## config.mk

```make
export PLATFORM = sky130hd
export DESIGN_NAME = lcd_config
export DESIGN_NICKNAME = d
export VERILOG_FILES = /design/src/logic/lcd_config_pkg.sv /design/src/logic/lcd_config.sv
export VERILOG_INCLUDE_DIRS = /design/src /design/src/logic
export SDC_FILE = /design/constraint.sdc
export NUM_CORES = 1
export LEC_CHECK = 0
export ABC_AREA = 1
export BUFFER_PORTS_ARGS = -buffer_cell sky130_fd_sc_hd__buf_4
export CORE_MARGIN = 8
export CORE_UTILIZATION = 44
export DETAILED_ROUTE_END_ITERATION = 16
export PLACE_DENSITY = 0.69
export SYNTH_ARGS = -nofsm -noshare
export SYNTH_HDL_FRONTEND = slang
export SYNTH_SLANG_ARGS = --single-unit
```

## constraint.sdc

```tcl
create_clock -name ref_clk -period 6.2 [get_ports ref_clk]
set_clock_uncertainty 0.15 [all_clocks]
set_input_delay 0.31 -clock ref_clk [delete_from_list [all_inputs] [get_ports ref_clk]]
set_output_delay 0.31 -clock ref_clk [all_outputs]
set_load 0.03 [all_outputs]
```

## src/logic/lcd_config_defs.svh

```systemverilog
`ifndef LCD_CONFIG_DEFS_SVH
`define LCD_CONFIG_DEFS_SVH
// Overview of operation
// - Source bit 0 external reference, 1 bus clock
// - Divide-by-sixteen and adjust field make base clock
// - Charge pump enable bit turns pump on
// - Pump mode doubler/tripler, ignored on internal supply
// - Bypass bit 0 buffered, 1 unbuffered
// - Supply select 01 powers internally, third bias
// - Wait-mode bit 0 keeps LCD on in wait
// - Deep-stop bit 1 turns LCD off in stop
// - Duty field 10 selects three backplanes
// - Frame clock field selects frame frequency
// - Blink mode 0 selected segments, 1 all
// - Blink rate field divides base frequency
// - One enable bit per frontplane pin, six registers
// - Pump clock adjust field selects pump clock
// - Supply select 10 means external LCD supply pin

// ----------------------------------------------------------------
// Register offsets
// ----------------------------------------------------------------
`define OFS_CLOCK_SELECT     4'h0
`define OFS_SUPPLY_CONTROL   4'h1
`define OFS_LOW_POWER        4'h2
`define OFS_FRAME_CONTROL    4'h3
`define OFS_BLINK_CONTROL    4'h4
`define OFS_FRONTPLANE_BASE  4'h5
`define FRONTPLANE_REGS      6
`define REG_RESET            8'h00

// ----------------------------------------------------------------
// Field encodings
// ----------------------------------------------------------------
`define SUPPLY_INTERNAL      2'h1
`define SUPPLY_EXTERNAL      2'h2
`define DUTY_THIRD           2'h2
`define BLINK_RATE_SHIFT     4'h4
`define LOW_POWER_MASK       8'h03
`define FRAME_MASK           8'h3F
`define BLINK_MASK           8'h8F
`endif

```

## src/logic/lcd_config_pkg.sv

```systemverilog
package lcd_config_pkg;
  // Whole state of the configuration block
  typedef struct packed {
    logic [7:0]  clock_select;
    logic [7:0]  supply_control;
    logic [7:0]  low_power;
    logic [7:0]  frame_control;
    logic [7:0]  blink_control;
    logic [47:0] frontplane_enable;
    logic [7:0]  read_data;
    logic [2:0]  ext_sync;
    logic [1:0]  wait_sync;
    logic [1:0]  stop_sync;
    logic [9:0]  prescale_count;
    logic        base_tick;
    logic [6:0]  frame_count;
    logic [1:0]  backplane;
    logic        frame_start;
    logic [11:0] blink_count;
    logic        blink_blank;
  } lcd_state_type;
endpackage

```

## src/logic/lcd_config.sv

```systemverilog
`timescale 1ns/100ps
`include "lcd_config_defs.svh"
module lcd_config
  import lcd_config_pkg::*;
(
  input  wire logic        ref_clk,
  input  wire logic        rst_n,
  input  wire logic [3:0]  reg_addr,
  input  wire logic [7:0]  reg_wdata,
  input  wire logic        reg_write,
  input  wire logic        reg_read,
  output logic      [7:0]  reg_rdata,
  input  wire logic        ext_clk_ref,
  input  wire logic        wait_mode,
  input  wire logic        deep_stop_mode,
  output logic             lcd_active,
  output logic             charge_pump_on,
  output logic             pump_tripler,
  output logic      [1:0]  pump_clock_adjust,
  output logic             buffer_bypass,
  output logic             supply_internal,
  output logic             supply_external,
  output logic             high_drive_buffer,
  output logic             low_power_wave,
  output logic      [1:0]  duty_select,
  output logic      [1:0]  backplane_index,
  output logic             frame_start,
  output logic             base_tick,
  output logic             blank_all,
  output logic             blank_selected,
  output logic      [47:0] frontplane_drive
);

  lcd_state_type state;
  lcd_state_type next_state;

  // ----------------------------------------------------------------
  // Field views of the registers
  // ----------------------------------------------------------------
  logic       clock_source_bus;
  logic       prescale_by_sixteen;
  logic [5:0] clock_adjust_field;
  logic       charge_pump_enable;
  logic       pump_multiplier_select;
  logic [1:0] supply_select;
  logic       wait_mode_off;
  logic       deep_stop_off;
  logic [2:0] frame_clock_select;
  logic [1:0] duty_field;
  logic       blink_enable;
  logic       blink_mode_select;
  logic [2:0] blink_rate_select;
  logic       lcd_run;
  logic       clk_tick;
  logic [9:0] prescale_limit;
  logic [6:0] frame_limit;
  logic [11:0] blink_limit;

  assign clock_source_bus       = state.clock_select[7];
  assign prescale_by_sixteen    = state.clock_select[6];
  assign clock_adjust_field     = state.clock_select[5:0];
  assign charge_pump_enable     = state.supply_control[7];
  assign pump_multiplier_select = state.supply_control[6];
  assign supply_select          = state.supply_control[1:0];
  assign wait_mode_off          = state.low_power[1];
  assign deep_stop_off          = state.low_power[0];
  assign frame_clock_select     = state.frame_control[5:3];
  assign duty_field             = state.frame_control[1:0];
  assign blink_enable           = state.blink_control[7];
  assign blink_mode_select      = state.blink_control[3];
  assign blink_rate_select      = state.blink_control[2:0];

  // Low-power gating of the whole drive
  assign lcd_run = !(state.wait_sync[1] && wait_mode_off)
                && !(state.stop_sync[1] && deep_stop_off);

  // Clock source: one tick per bus clock, or one per external rising edge
  // The external reference is much slower than ref_clk, so an edge detect suffices
  assign clk_tick = clock_source_bus ? 1'b1
                  : (state.ext_sync[1] && !state.ext_sync[2]);

  // Divider limits derived from the programmed fields
  assign prescale_limit = prescale_by_sixteen
                        ? {clock_adjust_field, 4'hF}
                        : {4'h0, clock_adjust_field};
  assign frame_limit = 7'((8'h01 << frame_clock_select) - 8'h01);
  // The shift sum is widened first: a 3-bit sum would wrap past 7 at rate 4
  // and above, turning the slowest rates into the fastest blinks, one per base tick at rate 4
  assign blink_limit = 12'((13'h0001 << ({1'b0, blink_rate_select} + `BLINK_RATE_SHIFT))
                         - 13'h0001);

  // ----------------------------------------------------------------
  // Next-state logic
  // ----------------------------------------------------------------
  always_comb
  begin
    next_state = state;
    // Synchronisers: first stage feeds only the second
    next_state.ext_sync  = {state.ext_sync[1:0], ext_clk_ref};
    next_state.wait_sync = {state.wait_sync[0], wait_mode};
    next_state.stop_sync = {state.stop_sync[0], deep_stop_mode};

    // Register writes
    if (reg_write)
    begin
      unique case (reg_addr)
        `OFS_CLOCK_SELECT:   next_state.clock_select   = reg_wdata;
        `OFS_SUPPLY_CONTROL: next_state.supply_control = reg_wdata;
        `OFS_LOW_POWER:      next_state.low_power      = reg_wdata & `LOW_POWER_MASK;
        `OFS_FRAME_CONTROL:  next_state.frame_control  = reg_wdata & `FRAME_MASK;
        `OFS_BLINK_CONTROL:  next_state.blink_control  = reg_wdata & `BLINK_MASK;
        default:
        begin
          for (int i = 0; i < `FRONTPLANE_REGS; i++)
          begin
            if (reg_addr == 4'(`OFS_FRONTPLANE_BASE + i))
              next_state.frontplane_enable[i*8 +: 8] = reg_wdata;
          end
        end
      endcase
    end

    // Read data stands for one cycle after the strobe, zero otherwise
    next_state.read_data = 8'h00;
    if (reg_read)
    begin
      unique case (reg_addr)
        `OFS_CLOCK_SELECT:   next_state.read_data = state.clock_select;
        `OFS_SUPPLY_CONTROL: next_state.read_data = state.supply_control;
        `OFS_LOW_POWER:      next_state.read_data = state.low_power;
        `OFS_FRAME_CONTROL:  next_state.read_data = state.frame_control;
        `OFS_BLINK_CONTROL:  next_state.read_data = state.blink_control;
        default:
        begin
          for (int i = 0; i < `FRONTPLANE_REGS; i++)
          begin
            if (reg_addr == 4'(`OFS_FRONTPLANE_BASE + i))
              next_state.read_data = state.frontplane_enable[i*8 +: 8];
          end
        end
      endcase
    end

    // Prescaler: base tick every (adjust+1) or 16*(adjust+1) source ticks
    next_state.base_tick = 1'b0;
    if (!lcd_run)
      next_state.prescale_count = 10'h000;
    else if (clk_tick)
    begin
      if (state.prescale_count >= prescale_limit)
      begin
        next_state.prescale_count = 10'h000;
        next_state.base_tick      = 1'b1;
      end
      else
        next_state.prescale_count = state.prescale_count + 10'h001;
    end

    // Frame divider steps the backplane phase; duty sets phase count
    next_state.frame_start = 1'b0;
    // Reprogramming the frame register restarts the phase count, so a smaller
    // duty never leaves the backplane index beyond the new last phase
    if (!lcd_run || (reg_write && reg_addr == `OFS_FRAME_CONTROL))
    begin
      next_state.frame_count = 7'h00;
      next_state.backplane   = 2'h0;
    end
    else if (state.base_tick)
    begin
      if (state.frame_count >= frame_limit)
      begin
        next_state.frame_count = 7'h00;
        if (state.backplane >= duty_field)
        begin
          next_state.backplane   = 2'h0;
          next_state.frame_start = 1'b1;
        end
        else
          next_state.backplane = state.backplane + 2'h1;
      end
      else
        next_state.frame_count = state.frame_count + 7'h01;
    end

    // Blink timer runs on base ticks; it never touches frame timing
    if (!lcd_run || !blink_enable)
    begin
      next_state.blink_count = 12'h000;
      next_state.blink_blank = 1'b0;
    end
    else if (state.base_tick)
    begin
      if (state.blink_count >= blink_limit)
      begin
        next_state.blink_count = 12'h000;
        next_state.blink_blank = !state.blink_blank;
      end
      else
        next_state.blink_count = state.blink_count + 12'h001;
    end
  end

  // ----------------------------------------------------------------
  // State register
  // ----------------------------------------------------------------
  always_ff @(posedge ref_clk or negedge rst_n)
  begin
    if (!rst_n)
    begin
      state                   <= '0;
      state.clock_select      <= `REG_RESET;
      state.supply_control    <= `REG_RESET;
      state.low_power         <= `REG_RESET;
      state.frame_control     <= `REG_RESET;
      state.blink_control     <= `REG_RESET;
    end
    else
      state <= next_state;
  end

  // ----------------------------------------------------------------
  // Outputs
  // ----------------------------------------------------------------
  // Supply routing follows the control bits directly; pump on is also gated by lcd_run, tripler by the supply code
  assign reg_rdata         = state.read_data;
  assign lcd_active        = lcd_run;
  assign charge_pump_on    = charge_pump_enable && lcd_run;
  assign pump_tripler      = pump_multiplier_select
                          && (supply_select != `SUPPLY_INTERNAL);
  assign pump_clock_adjust = state.supply_control[4:3];
  assign buffer_bypass     = state.supply_control[2];
  assign supply_internal   = (supply_select == `SUPPLY_INTERNAL);
  assign supply_external   = (supply_select == `SUPPLY_EXTERNAL);
  assign high_drive_buffer = state.supply_control[5];
  assign low_power_wave    = state.frame_control[2];
  assign duty_select       = duty_field;
  assign backplane_index   = state.backplane;
  assign frame_start       = state.frame_start;
  assign base_tick         = state.base_tick;
  // Blank phase hits every segment or only the marked ones
  assign blank_all         = state.blink_blank && blink_mode_select;
  assign blank_selected    = state.blink_blank;
  // Disabled pins stay undriven so they can serve as ordinary I/O
  assign frontplane_drive  = state.frontplane_enable & {48{lcd_run}};
endmodule

```

==> impl_summary.txt <==
----------------------------------------------------
[Logic synthesis]
  Count of different cell masters after synthesis ... 32
  Sequential element share of the synthesized area ... 0.448
  Synthesis-stage register bit count ... 126
  Mean post-synth cell area ... 7.50 sq um
  Number of warnings issued by yosys ... 0
  Synthesized netlist net count ... 989
  Synth Cell Area ... 7030 sq um
  Cells after synthesis ... 938

[Floorplan]
  Top-level I/O count ... 93
  Placeable core region ... 15800 sq um
  Die area ... 20300 sq um
  Die height ... 142 um
  Horizontal die dimension ... 142 um
  Initial Util ... 0.446
  Site row count ... 46

[Worst setup path]
  Crit-path max cell delay ... 0.43 ns
  Largest fanout of any net on the critical path ... 51
  Data arrival time of the critical path ... 1.80 ns
  Worst setup SP type ... flip-flop
  Critical path capture point type ... primary output
  Critical path class ... reg2out
  Critical path required time ... 5.74 ns
  Slowest cell on the critical path ... buf_4
  Cells along the critical path ... nand2_1 > nand2_1 > buf_4 > nor2_1 > buf_4

[Pwr]
  Worst vdd ir ... 0.224 mV
  Overall power ... 2850 uW
  Combinational cell fraction of total power ... 0.265
  Power density cells ... 338 nW/um^2
  Net switching fraction of the power ... 0.354
  Leakage power of the design ... 0.00422 uW
  Power dissipated by switching net loads ... 1010 uW
  Internal power consumption ... 1840 uW
  Clock network fraction of total power ... 0.359
  Sequential share of power ... 0.375

[Timing]
  Final total negative setup slack ... 0 ns
  Slew Limit Headroom ... 0.350
  Final setup violation count ... 0
  Least-Margin Pin Slew ... 0.974 ns
  Share of the cycle needed by the critical path after routing ... 0.365
  Final critical-path required period ... 2.26 ns
  Number of pins with negative max-slew slack in the final report ... 0
  Setup repair after global routing missed its margin ... no
  Maximum clock rate ... 442 MHz
  Final Hold Viols ... 0

[Place]
  Total of buffers placed on input and output ports ... 92
  Global placement routability congestion ... 0.855
  Dpl hpwl ... 13700 um

[Global routing]
  Number of antenna violations at the first check in global routing ... 0
  GRT Resource Usage Total ... 0.192
  Number of global-route vias before repair ... 5830
  Global-route wire length before repair ... 30100 um
  Maximum number of pins on one net before global-route repair ... 78
  Total congestion overflow ... 0

[Drt]
  Routed Antenna Nets ... 0
  First-pass iteration count of the detailed router ... 5
  Per-cell routed wire length ... 15.1 um
  DRC ... 0
  Final WL ... 18900 um
  DR iter-0 viols ... 510
  Via count ... 6257
  Via-to-Cell Ratio ... 5.01

[Clocking]
  Clk_lat worst skew ... 0.43 ns
  CTS H-tree depth ... 4
  Resized Gates After CTS ... 0
  Clock tree sinks ... 126
  Number of buffers created by CTS ... 17
  Maximum buffer depth of the clock tree ... 2
  TritonCTS clock tree ... built
  Clock transition time at the flip-flop clock pins of the worst setup and hold paths ... 0.06 ns
  Master cell of the clock root buffer ... clkbuf_16

[Hold path]
  Hold crit path type ... in2reg

[Cells and area]
  Final design utilization ... 0.536
  Growth of design area from synthesis to finish ... 20.2%
  Number of antenna diodes ... 0
  Number of nets in the finished design ... 1070
  Filler Cells Inserted ... 1552
  Ratio of cells with drive above 1 in the final layout ... 0.150

[Run]
  MaxCap Viol Count ... 0

[Outcome]
  Result of the run ... completed

----------------------------------------------------
[cell families after synthesis]
kind of cell | count (synthesis) | synth area share
xor+xnor | 8 | 0.00997
compound gates | 168 | 0.125
simple gates | 432 | 0.258
flops | 126 | 0.448
fa+ha+maj | 32 | 0.0569
other cells | 2 | 0.00107
buf+inv | 170 | 0.100
[power groups by stage]
stage	logic (uW)	clock network (uW)	registers, uW
floorplan	518	0	1050
global placement	748	0	1080
detailed placement	761	0	1080
CTS	767	1030	1070
global route	841	1070	1090
finish	757	1030	1070
[state kept, by name, summed over array words and instances, names as in the netlist, 2 cells and up]
| signal | cells |
|---|---|
| backplane_index | 2 |
| blink_rate_select | 3 |
| reg_rdata | 8 |
| duty_select | 2 |
| frame_clock_select | 3 |
| state | 83 |
| next_state | 4 |
| pump_clock_adjust | 2 |
| clock_adjust_field | 6 |
[stage by stage]
stage	setup slack (ns)	std cells	hold slack [ns]	instance area, sq um
finish	3.94	1248	0.0346	8450
global route	3.68	1248	0.0308	8450
detailed placement	3.93	1212	0.186	7810
CTS	3.92	1248	0.0245	8450
floorplan	4.23	938	-0.136	7030
global placement	4.02	1212	0.184	7810
[worst paths after layout]
path | startpoint | end | slack [ns] | cells past startpoint
max | state[114] | charge_pump_on | 3.94 | 5
min | reg_read | reg_rdata[5] | 0.03 | 3
max reg2reg | blink_rate_select[1] | state[4] | 3.97 | 10
min reg2reg | next_state[39] | next_state[40] | 0.19 | 0
max in group asynchronous | rst_n | state[54] | 4.20 | 3
min in group asynchronous | rst_n | state[19] | 0.30 | 2
[critical path: cells and delay by family (launching register included)]
| family | cells | cell delay (ns) |
|---|---|---|
| buf+inv | 2 | 0.63 |
| flops | 1 | 0.39 |
| simple gates | 3 | 0.33 |
[cell type report]
cell class,count,area [sq um],share of cell area
clock inverters,14,166,0.0197
inverters,134,503,0.0595
repair buffers,98,746,0.0882
flip-flops and latches,126,3150,0.373
clock buffers,18,439,0.0520
well taps,216,270,0.0320
multi-input cells,642,3170,0.376
[Yosys cell counts]
cell type	count	area [sq um]
nand2_1	237	890
inv_1	127	477
dfrtp_1	126	3150
nor2_1	110	413
o21ai_0	78	390
o21ai_1	39	195
nand3_1	38	190
ha_1	32	400
a21oi_1	30	150
nand4_1	21	131
buf_4	14	105
clkbuf_1	11	41.3
o22ai_1	11	68.8
buf_2	10	50.1
nand2_2	8	50.1
inv_2	6	22.5
nor2_2	6	37.5
nor3_1	4	20.0
o21a_1	4	30.0
xnor2_1	4	35.0
xor2_1	4	35.0
nor2_4	3	33.8
or2_2	3	18.8
conb_1	2	7.51
o211ai_1	2	15.0
o21bai_1	2	15.0
buf_1	1	3.75
clkinv_1	1	3.75
nand3_2	1	10.0
nand4_4	1	21.3
o21ai_2	1	8.76
o31ai_1	1	7.51
[cells in the final DEF, fill, tap and decap left out, types with 2 or more instances in the layout]
| master | netlist | layout |
|---|---|---|
| nand3_1 | 38 | 38 |
| clkinvlp_4 | 0 | 4 |
| nor2_1 | 110 | 110 |
| bufinv_16 | 0 | 3 |
| or2_2 | 3 | 3 |
| conb_1 | 2 | 2 |
| o21bai_1 | 2 | 2 |
| nand2_1 | 237 | 237 |
| buf_4 | 14 | 94 |
| nor2_2 | 6 | 6 |
| o21a_1 | 4 | 4 |
| inv_2 | 6 | 6 |
| nand4_1 | 21 | 21 |
| clkbuf_16 | 0 | 17 |
| inv_6 | 0 | 2 |
| o22ai_1 | 11 | 11 |
| dfrtp_1 | 126 | 126 |
| o211ai_1 | 2 | 2 |
| a21oi_1 | 30 | 30 |
| nor3_1 | 4 | 4 |
| o21ai_1 | 39 | 39 |
| xor2_1 | 4 | 4 |
| nor2_4 | 3 | 3 |
| clkinv_2 | 0 | 4 |
| ha_1 | 32 | 32 |
| nand2_2 | 8 | 8 |
| inv_1 | 127 | 127 |
| dlygate4sd3_1 | 0 | 4 |
| xnor2_1 | 4 | 4 |
| o21ai_0 | 78 | 78 |
[routing by layer]
| layer | GRT usage | vias to the layer above | part of all wire |
|---|---|---|---|
| met5 | 0 | - | 0 |
| met4 | 0.0666 | 0 | 0.017 |
| met3 | 0.0507 | 25 | 0.060 |
| met2 | 0.297 | 181 | 0.46 |
| met1 | 0.255 | 2899 | 0.47 |
| li1 | - | 3152 | - |
[what timing repair did]
action / in CTS / in global routing
setup buffers: 0 / 0
hold buffers: 4 / 0
hold endpoints to repair: 52 / 0
(Power assumes the default switching activity.)
